===== src/core/status_pkg.sv =====
package status_pkg;
    // =====================================================
    // Widths
    localparam int BYTE_W = 8;
    localparam int QUES_W = 16;
    localparam int OPER_W = 16;
    localparam int ESR_W  = 8;

    // =====================================================
    // Status byte bit positions
    localparam int BIT_ERRQ      = 2;
    localparam int BIT_QUES      = 3;
    localparam int BIT_MSG_AVAIL = 4;
    localparam int BIT_EVT_SUM   = 5;
    localparam int BIT_MASTER    = 6;
    localparam int BIT_OPER      = 7;

    // =====================================================
    // Masks and reset values
    localparam logic [7:0] UNUSED_BITS = 8'h03;
    localparam logic [7:0] SRQ_IGNORE  = 8'h40;
    localparam logic [7:0] SUMMARY_BYTE_RESET = 8'h00;
    localparam logic [7:0] REQ_MASK_RESET     = 8'h00;
    localparam logic [7:0] POLL_MASK_RESET    = 8'h00;
    localparam logic [7:0] RSP_RESET          = 8'h00;

    // =====================================================
    // Command codes
    typedef enum logic [2:0] {
        CMD_BYTE_QUERY      = 3'h0,
        CMD_REQ_MASK_SET    = 3'h1,
        CMD_REQ_MASK_QUERY  = 3'h2,
        CMD_POLL_MASK_SET   = 3'h3,
        CMD_POLL_MASK_QUERY = 3'h4,
        CMD_FLAG_QUERY      = 3'h5
    } cmd_t;
endpackage


===== src/core/sum_reduce.sv =====
`timescale 1ns/1ps
module sum_reduce #(
    parameter int W = 8
) (
    input  wire logic [W-1:0] event_bits,
    input  wire logic [W-1:0] enable_bits,
    output logic              sum_bit
);
    logic [W-1:0] gated;

    // =====================================================
    // Per-bit gating, then OR into one summary
    genvar i;
    generate
        for (i = 0; i < W; i++) begin : g_bit
            assign gated[i] = event_bits[i] & enable_bits[i];
        end
    endgenerate

    assign sum_bit = |gated;
endmodule


===== src/core/rise_detect.sv =====
`timescale 1ns/1ps
module rise_detect #(
    parameter int W = 8
) (
    input  wire logic         clk,
    input  wire logic         rst_b,
    input  wire logic [W-1:0] level,
    output logic [W-1:0]      rise
);
    logic [W-1:0] prev_ff;

    // =====================================================
    // Per-bit 0 to 1 detection
    genvar i;
    generate
        for (i = 0; i < W; i++) begin : g_bit
            always_ff @(posedge clk) begin
                if (!rst_b) begin
                    prev_ff[i] <= 1'b0;
                end else begin
                    prev_ff[i] <= level[i];
                end
            end
            assign rise[i] = level[i] & ~prev_ff[i];
        end
    endgenerate
endmodule


===== src/core/status_byte_service_request.sv =====
// Behaviour
// - Bit 6 is master summary of the other enabled status byte bits.
// - Every byte bit has a request mask bit; mask bit 6 is ignored.
// - An enabled status byte bit rising 0 to 1 issues a service request.
// - Status byte query and serial poll both return the current status byte.
// - Bit 2 is set when an error queue entry is placed.
// - With mask bit 2 set, every new error entry issues a request.
// - Bit 3 is the questionable register enabled-event summary.
// - Bit 4 is set while the output buffer holds a readable message.
// - Bit 5 is the standard event register enabled summary.
// - Bit 7 is the operation register enabled-event summary.
// - Individual status is OR of status byte bits ANDed with poll mask.
// - Poll mask includes bit 6, so master summary feeds individual status.
// - Individual status returned by parallel poll and by its query.
// - Request mask is written by set command and read back by query.
// - Poll mask is written by set command and read back by query.
// - Lower registers form summary bits from event and enable parts.
`timescale 1ns/1ps
module status_byte_service_request (
    input  wire logic                         SYS_CLK,
    input  wire logic                         RST_B,
    input  wire logic [status_pkg::QUES_W-1:0] QUES_EVENT,
    input  wire logic [status_pkg::QUES_W-1:0] QUES_ENABLE,
    input  wire logic [status_pkg::OPER_W-1:0] OPER_EVENT,
    input  wire logic [status_pkg::OPER_W-1:0] OPER_ENABLE,
    input  wire logic [status_pkg::ESR_W-1:0]  ESR_EVENT,
    input  wire logic [status_pkg::ESR_W-1:0]  ESE_MASK,
    input  wire logic                         ERRQ_NOT_EMPTY,
    input  wire logic                         ERRQ_PUSH,
    input  wire logic                         OUTBUF_AVAIL,
    input  wire logic                         CMD_VALID,
    input  wire logic [2:0]                   CMD_CODE,
    input  wire logic [status_pkg::BYTE_W-1:0] CMD_DATA,
    input  wire logic                         SPOLL_REQ,
    input  wire logic                         PPOLL_REQ,
    output logic                              RSP_VALID,
    output logic [status_pkg::BYTE_W-1:0]     RSP_DATA,
    output logic                              SPOLL_VALID,
    output logic [status_pkg::BYTE_W-1:0]     SPOLL_BYTE,
    output logic                              PPOLL_VALID,
    output logic                              PPOLL_FLAG,
    output logic                              STATUS_FLAG,
    output logic                              SRQ_PULSE
);
    logic [7:0] summary_ff;
    logic [7:0] nxt_summary;
    logic [7:0] req_mask_ff;
    logic [7:0] poll_mask_ff;
    logic       flag_ff;
    logic       nxt_flag;
    logic       err_push_ff;
    logic       nxt_srq;
    logic [7:0] srq_enabled;
    logic [7:0] srq_rise;
    logic       ques_sum;
    logic       oper_sum;
    logic       esr_sum;
    logic       is_cmd;
    logic       past_ok_ff;

    // =====================================================
    // Lower register summaries
    sum_reduce #(.W(status_pkg::QUES_W)) u_ques_sum (
        .event_bits  (QUES_EVENT),
        .enable_bits (QUES_ENABLE),
        .sum_bit     (ques_sum)
    );

    sum_reduce #(.W(status_pkg::OPER_W)) u_oper_sum (
        .event_bits  (OPER_EVENT),
        .enable_bits (OPER_ENABLE),
        .sum_bit     (oper_sum)
    );

    sum_reduce #(.W(status_pkg::ESR_W)) u_esr_sum (
        .event_bits  (ESR_EVENT),
        .enable_bits (ESE_MASK),
        .sum_bit     (esr_sum)
    );

    // =====================================================
    // Status byte assembly
    always_comb begin
        nxt_summary                           = status_pkg::SUMMARY_BYTE_RESET;
        nxt_summary[status_pkg::BIT_ERRQ]      = ERRQ_NOT_EMPTY | ERRQ_PUSH;
        nxt_summary[status_pkg::BIT_QUES]      = ques_sum;
        nxt_summary[status_pkg::BIT_MSG_AVAIL] = OUTBUF_AVAIL;
        nxt_summary[status_pkg::BIT_EVT_SUM]   = esr_sum;
        nxt_summary[status_pkg::BIT_OPER]      = oper_sum;
        nxt_summary[status_pkg::BIT_MASTER]    = |(nxt_summary & req_mask_ff & ~status_pkg::SRQ_IGNORE);
    end

    always_ff @(posedge SYS_CLK) begin
        if (!RST_B) begin
            summary_ff <= status_pkg::SUMMARY_BYTE_RESET;
        end else begin
            summary_ff <= nxt_summary;
        end
    end

    // =====================================================
    // Individual status flag
    assign nxt_flag = |(summary_ff & poll_mask_ff & ~status_pkg::UNUSED_BITS);

    always_ff @(posedge SYS_CLK) begin
        if (!RST_B) begin
            flag_ff <= 1'b0;
        end else begin
            flag_ff <= nxt_flag;
        end
    end

    assign STATUS_FLAG = flag_ff;

    // =====================================================
    // Service request generation
    assign srq_enabled = summary_ff & req_mask_ff & ~status_pkg::SRQ_IGNORE & ~status_pkg::UNUSED_BITS;

    rise_detect #(.W(status_pkg::BYTE_W)) u_srq_rise (
        .clk   (SYS_CLK),
        .rst_b (RST_B),
        .level (srq_enabled),
        .rise  (srq_rise)
    );

    assign nxt_srq = (|srq_rise) | (err_push_ff & req_mask_ff[status_pkg::BIT_ERRQ]);

    always_ff @(posedge SYS_CLK) begin
        if (!RST_B) begin
            err_push_ff <= 1'b0;
            SRQ_PULSE   <= 1'b0;
        end else begin
            err_push_ff <= ERRQ_PUSH;
            SRQ_PULSE   <= nxt_srq;
        end
    end

    // =====================================================
    // Mask registers
    assign is_cmd = CMD_VALID;

    always_ff @(posedge SYS_CLK) begin
        if (!RST_B) begin
            req_mask_ff <= status_pkg::REQ_MASK_RESET;
        end else if (is_cmd && CMD_CODE == status_pkg::CMD_REQ_MASK_SET) begin
            req_mask_ff <= CMD_DATA;
        end
    end

    always_ff @(posedge SYS_CLK) begin
        if (!RST_B) begin
            poll_mask_ff <= status_pkg::POLL_MASK_RESET;
        end else if (is_cmd && CMD_CODE == status_pkg::CMD_POLL_MASK_SET) begin
            poll_mask_ff <= CMD_DATA;
        end
    end

    // =====================================================
    // Query answers
    always_ff @(posedge SYS_CLK) begin
        if (!RST_B) begin
            RSP_VALID <= 1'b0;
            RSP_DATA  <= status_pkg::RSP_RESET;
        end else begin
            RSP_VALID <= 1'b0;
            if (is_cmd) begin
                case (CMD_CODE)
                    status_pkg::CMD_BYTE_QUERY: begin
                        RSP_VALID <= 1'b1;
                        RSP_DATA  <= summary_ff;
                    end
                    status_pkg::CMD_REQ_MASK_QUERY: begin
                        RSP_VALID <= 1'b1;
                        RSP_DATA  <= req_mask_ff;
                    end
                    status_pkg::CMD_POLL_MASK_QUERY: begin
                        RSP_VALID <= 1'b1;
                        RSP_DATA  <= poll_mask_ff;
                    end
                    status_pkg::CMD_FLAG_QUERY: begin
                        RSP_VALID <= 1'b1;
                        RSP_DATA  <= {7'h00, flag_ff};
                    end
                    default: begin
                        RSP_VALID <= 1'b0;
                    end
                endcase
            end
        end
    end

    // =====================================================
    // Serial and parallel poll
    always_ff @(posedge SYS_CLK) begin
        if (!RST_B) begin
            SPOLL_VALID <= 1'b0;
            SPOLL_BYTE  <= status_pkg::SUMMARY_BYTE_RESET;
        end else begin
            SPOLL_VALID <= SPOLL_REQ;
            if (SPOLL_REQ) begin
                SPOLL_BYTE <= summary_ff;
            end
        end
    end

    always_ff @(posedge SYS_CLK) begin
        if (!RST_B) begin
            PPOLL_VALID <= 1'b0;
            PPOLL_FLAG  <= 1'b0;
        end else begin
            PPOLL_VALID <= PPOLL_REQ;
            if (PPOLL_REQ) begin
                PPOLL_FLAG <= flag_ff;
            end
        end
    end

    // =====================================================
    // Checks
    always_ff @(posedge SYS_CLK) begin
        if (!RST_B) begin
            past_ok_ff <= 1'b0;
        end else begin
            past_ok_ff <= 1'b1;
        end
    end
endmodule


===== config.mk =====
export PLATFORM = sky130hd
export DESIGN_NAME = status_byte_service_request
export DESIGN_NICKNAME = d
export VERILOG_FILES = /design/src/core/status_pkg.sv /design/src/core/sum_reduce.sv /design/src/core/rise_detect.sv /design/src/core/status_byte_service_request.sv
export SDC_FILE = /design/constraint.sdc
export NUM_CORES = 1
export LEC_CHECK = 0
export ABC_AREA = 1
export BUFFER_PORTS_ARGS = -buffer_cell sky130_fd_sc_hd__buf_2
export CAP_MARGIN = 15
export CORE_ASPECT_RATIO = 0.75
export CORE_MARGIN = 4
export CORE_UTILIZATION = 45
export CTS_BUF_LIST = sky130_fd_sc_hd__clkbuf_8 sky130_fd_sc_hd__clkbuf_16
export DETAILED_ROUTE_END_ITERATION = 8
export HOLD_SLACK_MARGIN = 0.05
export PLACE_DENSITY = 0.81
export SYNTH_ARGS = -nofsm -noshare
export SYNTH_HDL_FRONTEND = slang
export SYNTH_SLANG_ARGS = --single-unit
export TNS_END_PERCENT = 10

===== constraint.sdc =====
create_clock -name SYS_CLK -period 1.9 [get_ports SYS_CLK]
set_input_delay 0.19 -clock SYS_CLK [delete_from_list [all_inputs] [get_ports SYS_CLK]]
set_output_delay 0.19 -clock SYS_CLK [all_outputs]
set_load 0.1 [all_outputs]

==> run_results.csv <==
group,metric,value,unit
status,status,"finished, final reports clean",
timing,max_slew.worst_pin.slew,605,ps
critical_path,critPathSlowestCell,"buf_2",
global_route,grt_first_pass_wirelength,9410,µm
placement,place_congestion,0.908,
layout,drive_above_1_share,31.9,%
clock_tree,clock-sinks,48,
timing,rsz0062_at_grt,"false",
flow_run,cap_violations,0,
die,die_area,0.00601,mm²
critical_path,slowest_delay,450,ps
critical_path,critical_path_buf_inv_count,1,
detailed_routing,wl_met1,2600,µm
critical_path,cp.arrival,1150,ps
synthesis,synth_seq_cells,48,
synthesis,synthMostInstantiatedCell,"nand2_1",
timing,maxSlewViolCount,0,
synthesis,synthTopCellsByCount,"101 x nand2_1, 52 x nor2_1, 48 x dfxtp_1",
critical_path,crit_path_end_kind,"output port",
detailed_routing,dr.max_layer_used,"met4",
global_route,antenna_found_initial,0,
timing,finalHoldViolCount,0,
timing,holdWs,71.3,ps
synthesis,synth_cells,323,
layout,area_growth,34.1,%
timing,setup_viol,0,
global_route,grt_use_total,20.1,%
synthesis,ys_types,27,
timing,period_needed,1340,ps
synthesis,synth_area_leaders,"dfxtp_1 44%, nand2_1 17%, nor2_1 9.0%",
synthesis,synth_area_leader_cell,"dfxtp_1",
timing,fmax,744,MHz
detailed_routing,drt_iter0_drc,166,
layout,fillCellCount,429,
clock_tree,post_cts_resized,0,
synthesis,yosysSeqAreaShare,44.3,%
synthesis,synth_top_area_share,44.3,%
synthesis,async_reset_ff_share,0,%
timing,min_period_over_period,70.8,%
critical_path,path_max_fanout,3,
global_route,grt_pass1_vias,2119,
detailed_routing,wl_per_cell,12.0,µm
detailed_routing,drt_first_pass_iters,4,
pwr,power_density,844,mW/mm²
die,rows,21,
placement,hpwl,4750,µm
critical_path,required,1710,ps
clock_tree,cts_buffers,5,
clock_tree,cts_setup_buffers,0,
clock_tree,clk_path_buf_depth,2,
timing,skew,6.27,ps
layout,diodes,0,
detailed_routing,final_antenna_net_count,0,
synthesis,synth-edff-count,0,
detailed_routing,routed_wl,5940,µm
detailed_routing,viasPerCell,4.73,
layout,nNetsFinal,538,
die,die_x,88.2,µm
min_path,hold_class,"in2reg",
clock_tree,clk_pin_slew,90,ps
timing,fin_tns_setup,0,ps
placement,port_buffers,118,
die,fp.coreArea,0.00455,mm²
clock_tree,cts_max_level,2,
die,io_pins,121,
detailed_routing,via_count,2346,
clock_tree,cts_tree,"built",
synthesis,synth.avg_cell_area,6.72,µm²
detailed_routing,met2_length,2650,µm
synthesis,netlist_area,0.00217,mm²
critical_path,cpLargestDelayFamily,"buffers and inverters",
critical_path,critPathKind,"reg2out",
global_route,overflow,0,
critical_path,crit_path_start_kind,"flip-flop",
die,start_util,47.7,%
global_route,grt_max_degree,29,
detailed_routing,drc,0,
clock_tree,root_buffer,"clkbuf_8",
die,die_y,68.1,µm
pwr,cellLeakagePower,1.54,nW
critical_path,worstPathCellList,"buf_2",
synthesis,synthFlopType,"dfxtp_1",
pwr,peakVddDrop,0.000627,V
detailed_routing,met3_length,644,µm
clock_tree,insertion_delay,300,ps
timing,max_slew_margin,59.6,%
clock_tree,cts.hold.buffers_added,0,
synthesis,synth_warnings,0,
==> per-stage QoR <==
step	instance area, µm²	util [%]	total power [mW]	cells	setup WS, ps
floorplan	2170	-	1.47	324	492
global placement	2780	61.2	1.62	489	567
detailed placement	2780	61.2	1.63	489	435
CTS	2910	64.0	2.47	496	547
global route	2910	64.0	2.56	496	511
finish	2910	64.0	2.46	496	555
==> logic make-up after synthesis <==
family                 synth area share, %
AOI/OAI and AO/OA                     14.7
buffers and inverters                 8.88
DFF                                   44.3
other                                0.173
and+or+nand+nor                       31.9
==> registers in the layout, summed over array words and instances (netlist names) <==
name and flops:
err_push_ff 1, u_srq_rise.prev_ff 5, SRQ_PULSE 1, summary_ff 6, RSP_DATA 8, PPOLL_FLAG 1, poll_mask_ff 8, SPOLL_VALID 1
STATUS_FLAG 1, SPOLL_BYTE 6, req_mask_ff 8, PPOLL_VALID 1, RSP_VALID 1
==> worst paths after layout <==
kind	to	slack [ps]	depth (start not counted)	startpoint
max reg2reg	SRQ_PULSE	800	3	summary_ff[3]
min reg2reg	poll_mask_ff[1]	460	2	poll_mask_ff[1]
min	err_push_ff	70	3	ERRQ_PUSH
max	STATUS_FLAG	560	1	STATUS_FLAG
==> worst min-delay path: cells and delay by family <==
kind / cells / cell delay [ps]
buffers and inverters: 2 / 120
and+or+nand+nor: 1 / 40
==> cell usage in the layout, fill, tap and decap left out, types with 3 or more instances in the layout <==
| cell | synthesis | layout |
|---|---|---|
| buf_2 | 4 | 118 |
| clkbuf_8 | 0 | 5 |
| nor3_1 | 3 | 3 |
| inv_1 | 28 | 28 |
| o21ai_0 | 16 | 16 |
| inv_2 | 6 | 6 |
| dfxtp_1 | 48 | 48 |
| o2111ai_1 | 4 | 4 |
| nand3_1 | 5 | 5 |
| nor2_2 | 4 | 4 |
| nor2_1 | 52 | 52 |
| nand2_1 | 101 | 101 |
| a21oi_1 | 18 | 18 |
| o21ai_1 | 14 | 14 |
==> layer usage <==
layer / GRT usage, % / vias up
li1: - / 1242
met1: 26.5 / 1008
met2: 33.9 / 91
met3: 4.33 / 5
met4: 4.53 / 0
met5: 0 / -
==> power breakdown <==
| part | total [mW] | internal, mW | switching [mW] |
|---|---|---|---|
| Combinational | 0.524 | 0.156 | 0.369 |
| Sequential | 1.08 | 1.05 | 0.0293 |
| Clock | 0.849 | 0.518 | 0.332 |
==> layout make-up <==
class / count / area (µm²) / share of cell area (%)
Tap cell: 57 / 71.3 / 2.45
Timing Repair Buffer: 119 / 598 / 20.6
Sequential cell: 48 / 961 / 33.0
Clock inverter: 2 / 60.1 / 2.06
Inverter: 35 / 131 / 4.51
Clock buffer: 5 / 68.8 / 2.36
Multi-Input combinational cell: 230 / 1020 / 35.0
Note: power is estimated with default switching activity, not from simulation.
